**src/rtl/irq_pkg.sv**
```systemverilog
// constants, types and register map of the interrupt controller
// assumes a core that runs one instruction cycle as four q phases
package irq_pkg;
    localparam int DATA_W = 8;
    localparam int WB_W = 32;
    localparam int ADR_W = 7;
    localparam int Q_PER_CYCLE = 4;
    localparam int CTX_BYTES = 8;
    localparam int MAX_PERIPH = 4;

    // byte offsets on the register bus
    localparam logic [ADR_W-1:0] OFF_CONTROL = 7'h00;
    localparam logic [ADR_W-1:0] OFF_PFLAG0 = 7'h04;
    localparam logic [ADR_W-1:0] OFF_PEN0 = 7'h14;
    localparam logic [ADR_W-1:0] OFF_SHADOW0 = 7'h24;
    localparam logic [ADR_W-1:0] OFF_STEP = 7'h04;

    // irq_control_reg fields
    localparam int BIT_GIE = 7;
    localparam int BIT_PERIPHERAL_GROUP_ENABLE = 6;
    localparam int BIT_TMR_EN = 5;
    localparam int BIT_EXT_EN = 4;
    localparam int BIT_IOC_EN = 3;
    localparam int BIT_TMR_FLAG = 2;
    localparam int BIT_EXT_FLAG = 1;
    localparam int BIT_IOC_FLAG = 0;

    // context byte order in ctx_t
    localparam int CTX_W = 0;
    localparam int CTX_STATUS = 1;
    // status bits saved; timeout and power-down stay out
    localparam logic [DATA_W-1:0] STATUS_SAVE_MASK = 8'he7;
    localparam logic [DATA_W-1:0] RESET_BYTE = 8'h00;
    localparam logic [15:0] VECTOR_ADDR = 16'h0004;

    typedef logic [CTX_BYTES-1:0][DATA_W-1:0] ctx_t;
    typedef enum logic [1:0] {Q1, Q2, Q3, Q4} qphase_t;
    typedef enum logic [1:0] {ST_IDLE, ST_FLUSH, ST_VECTOR} entry_state_t;

    typedef struct packed {
        logic return_from_isr_instr;
        logic sleeping;
        logic tmr_ovf;
        logic ext_edge;
        logic ioc_any;
        ctx_t live;
    } core_in_t;

    typedef struct packed {
        logic irq_req;
        logic flush;
        logic push_pc;
        logic save_ctx;
        logic vector_load;
        logic [15:0] vector_addr;
        logic pop_pc;
        logic restore_ctx;
        logic wake;
        ctx_t shadow;
    } core_out_t;
endpackage : irq_pkg

```
**src/rtl/cpu_interrupt_controller.sv**
```systemverilog
// interrupt controller: flags, enables, entry sequencing, context shadows
// assumes a classic wishbone master and a core that obeys core_o strobes
// Notes on behaviour
// - any reset leaves every enable, the global one included, cleared
// - entry needs global enable, own enable, and group enable for peripherals
// - flags set on their event whatever the enables say
// - entry flushes, clears global enable, pushes pc, saves context, loads 0004h
// - with global enable clear an event only sets its flag; in sleep an enabled wake source also raises wake
// - return pops pc, restores shadows and sets global enable
// - a pending enabled flag is taken once global enable returns
// - synchronous sources reach the vector in three or four cycles
// - asynchronous sources reach the vector in three to five cycles
// - entry latency ignores whether the current instruction is long
// - external pin flag sampled for requests once per cycle at q1
// - external pin flag may become set only during q4 or q1
// - only sources running without system clock can wake from sleep
// - after wake, vector if global enable set, else carry on
// - after wake the instruction after sleep runs before the vector
// - saved context is w, status less timeout and power-down, bank, fsr, pc latch
// - shadows are bus readable and writable and are what return restores
//
// Our own choices: the Wishbone register port and the register offsets.
`timescale 1ns/1ns
`default_nettype none
module cpu_interrupt_controller #(
    parameter int N_PERIPH = 4,
    parameter int CLKS_PER_Q = 1,
    parameter logic [3:0][7:0] WAKE_CAPABLE = 32'h0000_0000
) (
    input wire logic clk_i,
    input wire logic rst_i,
    input wire logic wb_cyc_i,
    input wire logic wb_stb_i,
    input wire logic wb_we_i,
    input wire logic [irq_pkg::ADR_W-1:0] wb_adr_i,
    input wire logic [3:0] wb_sel_i,
    input wire logic [irq_pkg::WB_W-1:0] wb_dat_i,
    output logic [irq_pkg::WB_W-1:0] wb_dat_o,
    output logic wb_ack_o,
    input wire irq_pkg::core_in_t core_i,
    input wire logic [N_PERIPH-1:0][irq_pkg::DATA_W-1:0] periph_event_i,
    output irq_pkg::core_out_t core_o,
    output irq_pkg::qphase_t qphase_o
);
    import irq_pkg::*;

    localparam int ICYC = Q_PER_CYCLE * CLKS_PER_Q;

    if (N_PERIPH < 1 || N_PERIPH > MAX_PERIPH) begin : g_chk
        $error("cpu_interrupt_controller: N_PERIPH out of range");
    end

    function automatic logic hit(input logic [ADR_W-1:0] adr, input logic [ADR_W-1:0] base,
                                 input int idx);
        hit = (adr == base + ADR_W'(idx * OFF_STEP));
    endfunction : hit

    logic q1_start;
    logic global_irq_enable, peripheral_group_enable, en_tmr, en_ext, en_ioc, flag_tmr, flag_ext;
    logic ext_pending, ext_window, ext_set, ext_sampled;
    logic [N_PERIPH-1:0][DATA_W-1:0] pflag;
    logic [N_PERIPH-1:0][DATA_W-1:0] pen;
    ctx_t shadow;
    entry_state_t state;
    logic wake_hold;
    logic core_act, periph_act, pend, irq_req, fire, wake, periph_wake;
    logic bus_wr, ctl_wr;
    logic [DATA_W-1:0] wd;
    logic [DATA_W-1:0] next_rd;
    // one driver per core strobe; the struct output is assembled in one place
    logic flush, push_pc, save_ctx, vector_load, pop_pc, restore_ctx;

    qphase_gen #(
        .CLKS_PER_Q(CLKS_PER_Q)
    ) u_qphase (
        .clk_i(clk_i),
        .rst_i(rst_i),
        .qphase_o(qphase_o),
        .q1_start_o(q1_start)
    );

    // bus slave: ack one cycle after the strobe, write lands on the ack edge
    assign bus_wr = wb_cyc_i && wb_stb_i && wb_we_i && wb_ack_o && wb_sel_i[0];
    assign ctl_wr = bus_wr && hit(wb_adr_i, OFF_CONTROL, 0);
    assign wd = wb_dat_i[DATA_W-1:0];

    always_ff @(posedge clk_i) begin
        if (rst_i) begin
            wb_ack_o <= 1'b0;
        end else begin
            wb_ack_o <= wb_cyc_i && wb_stb_i && !wb_ack_o;
        end
    end

    always_comb begin
        next_rd = RESET_BYTE;
        if (hit(wb_adr_i, OFF_CONTROL, 0)) begin
            next_rd = {global_irq_enable, peripheral_group_enable, en_tmr, en_ext, en_ioc, flag_tmr, flag_ext, core_i.ioc_any};
        end
        for (int k = 0; k < N_PERIPH; k++) begin
            if (hit(wb_adr_i, OFF_PFLAG0, k)) begin
                next_rd = pflag[k];
            end
            if (hit(wb_adr_i, OFF_PEN0, k)) begin
                next_rd = pen[k];
            end
        end
        for (int k = 0; k < CTX_BYTES; k++) begin
            if (hit(wb_adr_i, OFF_SHADOW0, k)) begin
                next_rd = shadow[k];
            end
        end
    end

    // unmapped words read as zero; upper bits always zero
    always_ff @(posedge clk_i) begin
        if (rst_i) begin
            wb_dat_o <= '0;
        end else if (wb_cyc_i && wb_stb_i && !wb_ack_o) begin
            wb_dat_o <= {{(WB_W-DATA_W){1'b0}}, next_rd};
        end
    end

    // global enable: entry clear beats return set beats software
    always_ff @(posedge clk_i) begin
        if (rst_i) begin
            global_irq_enable <= 1'b0;
        end else if (fire) begin
            global_irq_enable <= 1'b0;
        end else if (core_i.return_from_isr_instr) begin
            global_irq_enable <= 1'b1;
        end else if (ctl_wr) begin
            global_irq_enable <= wd[BIT_GIE];
        end
    end

    always_ff @(posedge clk_i) begin
        if (rst_i) begin
            peripheral_group_enable <= 1'b0;
            en_tmr <= 1'b0;
            en_ext <= 1'b0;
            en_ioc <= 1'b0;
        end else if (ctl_wr) begin
            peripheral_group_enable <= wd[BIT_PERIPHERAL_GROUP_ENABLE];
            en_tmr <= wd[BIT_TMR_EN];
            en_ext <= wd[BIT_EXT_EN];
            en_ioc <= wd[BIT_IOC_EN];
        end
    end

    // flags: an event in the clearing cycle still sets the flag
    always_ff @(posedge clk_i) begin
        if (rst_i) begin
            flag_tmr <= 1'b0;
            flag_ext <= 1'b0;
        end else begin
            flag_tmr <= core_i.tmr_ovf || (ctl_wr ? wd[BIT_TMR_FLAG] : flag_tmr);
            flag_ext <= ext_set || (ctl_wr ? wd[BIT_EXT_FLAG] : flag_ext);
        end
    end

    // pin edges outside q4-q1 wait for the next window
    assign ext_window = (qphase_o == Q4) || (qphase_o == Q1);
    assign ext_set = (ext_pending || core_i.ext_edge) && ext_window;

    always_ff @(posedge clk_i) begin
        if (rst_i) begin
            ext_pending <= 1'b0;
        end else begin
            ext_pending <= (ext_pending || core_i.ext_edge) && !ext_window;
        end
    end

    always_ff @(posedge clk_i) begin
        if (rst_i) begin
            ext_sampled <= 1'b0;
        end else if (q1_start) begin
            ext_sampled <= flag_ext;
        end else begin
            // a cleared flag must not leave a stale copy that re-enters after return
            ext_sampled <= ext_sampled && flag_ext;
        end
    end

    for (genvar k = 0; k < N_PERIPH; k++) begin : g_periph
        always_ff @(posedge clk_i) begin
            if (rst_i) begin
                pflag[k] <= RESET_BYTE;
                pen[k] <= RESET_BYTE;
            end else begin
                pflag[k] <= periph_event_i[k] |
                    ((bus_wr && hit(wb_adr_i, OFF_PFLAG0, k)) ? wd : pflag[k]);
                if (bus_wr && hit(wb_adr_i, OFF_PEN0, k)) begin
                    pen[k] <= wd;
                end
            end
        end
    end

    // request tree
    always_comb begin
        periph_act = 1'b0;
        periph_wake = 1'b0;
        for (int k = 0; k < N_PERIPH; k++) begin
            periph_act = periph_act || |(pflag[k] & pen[k]);
            periph_wake = periph_wake || |(pflag[k] & pen[k] & WAKE_CAPABLE[k]);
        end
    end

    assign core_act = (en_tmr && flag_tmr) || (en_ext && ext_sampled) || (en_ioc && core_i.ioc_any);
    assign pend = core_act || (peripheral_group_enable && periph_act);
    assign irq_req = global_irq_enable && pend;
    // only taken at a cycle start, so instruction length never matters
    assign fire = q1_start && (state == ST_IDLE) && irq_req && !wake_hold &&
                  !core_i.sleeping;
    // timer needs the system clock, so it never wakes the core
    assign wake = core_i.sleeping && ((en_ext && flag_ext) || (en_ioc && core_i.ioc_any) ||
                  (peripheral_group_enable && periph_wake));

    // first cycle start after waking is left to the instruction after sleep
    always_ff @(posedge clk_i) begin
        if (rst_i) begin
            wake_hold <= 1'b0;
        end else if (wake) begin
            wake_hold <= 1'b1;
        end else if (q1_start && !core_i.sleeping) begin
            wake_hold <= 1'b0;
        end
    end

    // entry: flush cycle, then vector cycle, then code at the vector
    always_ff @(posedge clk_i) begin
        if (rst_i) begin
            state <= ST_IDLE;
        end else begin
            case (state)
                ST_IDLE: begin
                    if (fire) begin
                        state <= ST_FLUSH;
                    end
                end
                ST_FLUSH: begin
                    if (q1_start) begin
                        state <= ST_VECTOR;
                    end
                end
                ST_VECTOR: begin
                    if (q1_start) begin
                        state <= ST_IDLE;
                    end
                end
                default: begin
                    state <= ST_IDLE;
                end
            endcase
        end
    end

    // shadows: capture on entry wins over a bus write
    always_ff @(posedge clk_i) begin
        if (rst_i) begin
            shadow <= '0;
        end else begin
            for (int k = 0; k < CTX_BYTES; k++) begin
                if (fire) begin
                    shadow[k] <= core_i.live[k];
                end else if (bus_wr && hit(wb_adr_i, OFF_SHADOW0, k)) begin
                    shadow[k] <= wd;
                end
            end
            if (fire) begin
                shadow[CTX_STATUS] <= (core_i.live[CTX_STATUS] & STATUS_SAVE_MASK) |
                                      (shadow[CTX_STATUS] & ~STATUS_SAVE_MASK);
            end
        end
    end

    always_ff @(posedge clk_i) begin
        if (rst_i) begin
            flush <= 1'b0;
            push_pc <= 1'b0;
            save_ctx <= 1'b0;
            vector_load <= 1'b0;
            pop_pc <= 1'b0;
            restore_ctx <= 1'b0;
        end else begin
            flush <= fire;
            push_pc <= fire;
            save_ctx <= fire;
            vector_load <= (state == ST_FLUSH) && q1_start;
            pop_pc <= core_i.return_from_isr_instr && !fire;
            restore_ctx <= core_i.return_from_isr_instr && !fire;
        end
    end

    assign core_o = '{irq_req: irq_req, flush: flush, push_pc: push_pc, save_ctx: save_ctx,
                      vector_load: vector_load, vector_addr: VECTOR_ADDR, pop_pc: pop_pc,
                      restore_ctx: restore_ctx, wake: wake, shadow: shadow};
endmodule : cpu_interrupt_controller
`default_nettype wire

```
**src/rtl/qphase_gen.sv**
```systemverilog
// q phase sequencer of the instruction cycle
// assumes clk_i is the system clock; CLKS_PER_Q clocks per q phase
`timescale 1ns/1ns
`default_nettype none
module qphase_gen #(
    parameter int CLKS_PER_Q = 1
) (
    input wire logic clk_i,
    input wire logic rst_i,
    output irq_pkg::qphase_t qphase_o,
    output logic q1_start_o
);
    import irq_pkg::*;

    localparam int DIV_W = (CLKS_PER_Q > 1) ? $clog2(CLKS_PER_Q) : 1;
    localparam logic [DIV_W-1:0] DIV_LAST = DIV_W'(CLKS_PER_Q - 1);

    logic [DIV_W-1:0] div;
    logic q_tick;

    if (CLKS_PER_Q < 1) begin : g_chk
        $error("qphase_gen: CLKS_PER_Q must be at least 1");
    end

    assign q_tick = (div == DIV_LAST);
    // start of cycle: first clock of q1
    assign q1_start_o = (qphase_o == Q1) && (div == '0);

    always_ff @(posedge clk_i) begin
        if (rst_i || q_tick) begin
            div <= '0;
        end else begin
            div <= div + 1'b1;
        end
    end

    always_ff @(posedge clk_i) begin
        if (rst_i) begin
            qphase_o <= Q1;
        end else if (q_tick) begin
            qphase_o <= qphase_t'(qphase_o + 2'd1);
        end
    end
endmodule : qphase_gen
`default_nettype wire
```
**config.mk**
```make
export PLATFORM = sky130hd
export DESIGN_NAME = cpu_interrupt_controller
export DESIGN_NICKNAME = d
export VERILOG_FILES = /design/src/rtl/irq_pkg.sv /design/src/rtl/cpu_interrupt_controller.sv /design/src/rtl/qphase_gen.sv
export SDC_FILE = /design/constraint.sdc
export NUM_CORES = 1
export LEC_CHECK = 0
export ABC_AREA = 1
export BUFFER_PORTS_ARGS = -buffer_cell sky130_fd_sc_hd__buf_2
export CAP_MARGIN = 20
export CORE_MARGIN = 2
export CORE_UTILIZATION = 40
export CTS_BUF_LIST = sky130_fd_sc_hd__clkbuf_8
export CTS_CLUSTER_DIAMETER = 30
export DETAILED_ROUTE_END_ITERATION = 6
export PLACE_DENSITY = 0.77
export REMOVE_ABC_BUFFERS = 1
export SLEW_MARGIN = 20
export SYNTH_ARGS = -nofsm -noshare
export SYNTH_HDL_FRONTEND = slang
export SYNTH_HIERARCHICAL = 1
export SYNTH_SLANG_ARGS = --single-unit
```
**constraint.sdc**
```tcl
create_clock -name clk_i -period 2.7 [get_ports clk_i]
set_clock_uncertainty 0.15 [all_clocks]
set_input_delay 0.405 -clock clk_i [delete_from_list [all_inputs] [get_ports clk_i]]
set_output_delay 0.405 -clock clk_i [all_outputs]
set_load 0.005 [all_outputs]
```
==> summary.md <==
| Metric | Value |
|---|---|
| Run status | complete, no violations |
| Core area | 20200 um2 |
| Worst min path class | primary input to flip-flop |
| Routability congestion estimate | 0.958 |
| Pre-antenna DRT Iters | 6 |
| Multiplexer area fraction after synthesis | 0 |
| Fin Hold WS | 0.0184 ns |
| Die Wd | 147 um |
| Predominant post-synthesis flop cell | dfxtp_1 |
| Row count | 52 |
| Hold Crit Depth | 3 |
| First DRT Iteration DRCs | 834 |
| CTS tree | yes |
| Vias in the first global route | 8021 |
| Post-synth top area cell | dfxtp_1 |
| Yosys top cell area share | 0.378 |
| Design Power | 4.50 mW |
| Max cap viols | 0 |
| Top Ports | 272 |
| Syn Area/Cell | 6.62 um2 |
| H-tree levels | 4 |
| Die area | 21700 um2 |
| DRC viols | 0 |
| Post-CTS setup buffers | 0 |
| Final core utilization | 0.489 |
| Worst skew pair latency | 0.47 ns |
| Pins over their slew limit | 0 |
| CP Launch Type | flip-flop |
| Min cycle time layout | 2.50 ns |
| Mapped cell area | 8220 um2 |
| Setup slack at placement | 0.256 ns |
| Post-synth EDFFs | 0 |
| Synth unique cells | 38 |
| Commonest cells post-synth | 282 x nand2_1, 155 x dfxtp_1, 133 x inv_1, 128 x nor2_1, 110 x a21oi_1 |
| Root buffer cell | clkbuf_8 |
| Initial Util | 0.408 |
| Final Hold Viols | 0 |
| Setup slack after layout | 0.197 ns |
| Largest net degree at the start of global routing | 67 |
| Simple-gate share of the synthesized area | 0.302 |
| DR vias/cell | 5.15 |
| # nets final | 1592 |
| Synth Area in Adders | 0.00152 |
| Tcrit/Tclk final | 0.927 |
| Placed wire-length estimate | 20300 um |
| Synth async-reset ratio | 0 |
| Grt total ovfl | 0 |
| Cells after Synth | 1242 |
| Endpoint class of the critical path | primary output |
| Drt wl/cell | 15.9 um |
| Via count | 8871 |
| Top post-synthesis cells by area | dfxtp_1 38%, nand2_1 13%, a21oi_1 6.7%, inv_1 6.1%, o21ai_0 6.0% |
| Synth warn | 6 |
| PwrDens | 456 nW/um2 |
| Initial antenna violation count | 0 |
| VDD IR max | 326 uV |
| First-pass GRT wire length | 42400 um |
| Largest family of logic cells by synthesized area | simple AND/OR/NAND/NOR gates |
| Final Setup Violations | 0 |
| P&R area growth vs syn | 20.0% |
| Die Span Y | 147 um |
| Path depth of the worst reg2reg path | 11 |
| Synth Area in Compound Gates | 0.174 |
| Total Wirelength | 27400 um |
| Max Fclk | 400 MHz |
| CTS Buf Count | 17 |
| Clk pin slew, worst setup/hold paths | 0.08 ns |
| Normalized max-slew margin | 0.639 |
| Clk buf depth | 2 |
| Measured slew at the worst slew-check pin | 0.541 ns |
| GRT Util Overall | 0.248 |
| Antenna diodes | 0 |
| Critical path arrival | 1.95 ns |
| Clock sinks | 155 |
| RSZ-0062 raised after global routing | no |
| Layout cells sized above 1 | 0.210 |
| Sequential fraction of the synthesis area | 0.378 |
| ANT nets after route | 0 |
| # port buffers | 202 |
| Data required, critical path | 2.14 ns |
| Pleak | 4.74 nW |
| Synth Register Bits | 155 |
| Count leader, synth | nand2_1 |
| Critical path type | flip-flop to primary output |
| Xor/xnor share of the synthesized area | 0.00107 |
| CP Max Fanout | 3 |
## state kept, by name, indices dropped and copies added (netlist names), 2 cells and up
register	cells
core_o	64
pen	32
pflag	32
state	2
u_qphase/qphase_o	2
wb_dat_o	8
## cell type report
class | instances | area [um2]
fillers | 2089 | 10300
repair buffers | 238 | 1380
inverters | 152 | 571
clock buffers | 18 | 248
multi-input cells | 878 | 4090
flip-flops and latches | 155 | 3100
clock inverters | 13 | 130
well taps | 270 | 338
## power breakdown
part / internal (mW) / switching, mW
registers: 2.33 / 0.0417
logic: 0.150 / 0.242
clock network: 0.827 / 0.904
total: 3.31 / 1.19
## worst max-delay path, stage by stage, from the launching register on
cell and delay [ns]:
dfxtp_1 0.34, nand2_1 0.08, nand4_1 0.12, nor4_1 0.30, nand3_1 0.13, nand2_1 0.09, nand4_1 0.11, and2_1 0.17
buf_2 0.13
## logic make-up (layout without fill, tap and decap cells)
family / Yosys count / count (layout)
simple gates: 566 / 566
compound gates: 269 / 269
buf+inv: 247 / 421
flops: 155 / 155
other cells: 3 / 41
fa+ha+maj: 1 / 1
xor+xnor: 1 / 1
## what timing repair did
item | 4_1_cts | 5_1_grt
setup endpoints to repair | 0 | 0
gates resized for setup | 0 | 0
endpoints found under the hold margin | 19 | 0
hold buffers | 19 | 0
## cell usage in the layout (no fill, tap or decap), types with 5 or more instances in the layout
cell	synthesis	layout
a21oi_1	110	110
a31oi_1	5	5
buf_2	16	202
buf_4	52	13
clkbuf_8	0	18
clkinvlp_4	0	7
conb_1	3	41
dfxtp_1	155	155
dlygate4sd3_1	0	19
inv_1	133	134
inv_2	17	18
nand2_1	282	282
nand3_1	74	74
nand4_1	25	25
nor2_1	128	128
nor2_2	16	16
nor2_4	8	8
nor3_1	11	11
o21ai_0	99	99
o21ai_1	25	25
o31ai_1	22	22
## stage by stage
stage	std cells	TNS, ns	instance area, um2
final	1724	0	9860
after detailed placement	1674	0	9290
after global routing	1724	0	9860
after global placement	1674	0	9290
after CTS	1724	0	9860
after floorplan	1185	-35.54	7770
## metal layers
layer | track usage | share of wire | vias up
li1 | - | - | 4330
met2 | 0.397 | 0.46 | 505
met1 | 0.335 | 0.42 | 3977
met4 | 0.0957 | 0.029 | 0
met5 | 0 | 0 | -
met3 | 0.0413 | 0.093 | 59
## final timing paths
kind | start | end | slack (ns)
worst max-delay path | pflag[3]$_SDFF_PP0_ | core_o[87] | 0.20
worst max register to register | pflag[3]$_SDFF_PP0_ | core_o[12]$_SDFFE_PP0P_ | 0.31
worst min register to register | wb_dat_o[7]$_SDFFE_PP0P_ | wb_dat_o[7]$_SDFFE_PP0P_ | 0.33
worst min-delay path | periph_event_i[25] | pflag[25]$_SDFF_PP0_ | 0.02
Note: power is estimated with default switching activity, not from simulation.
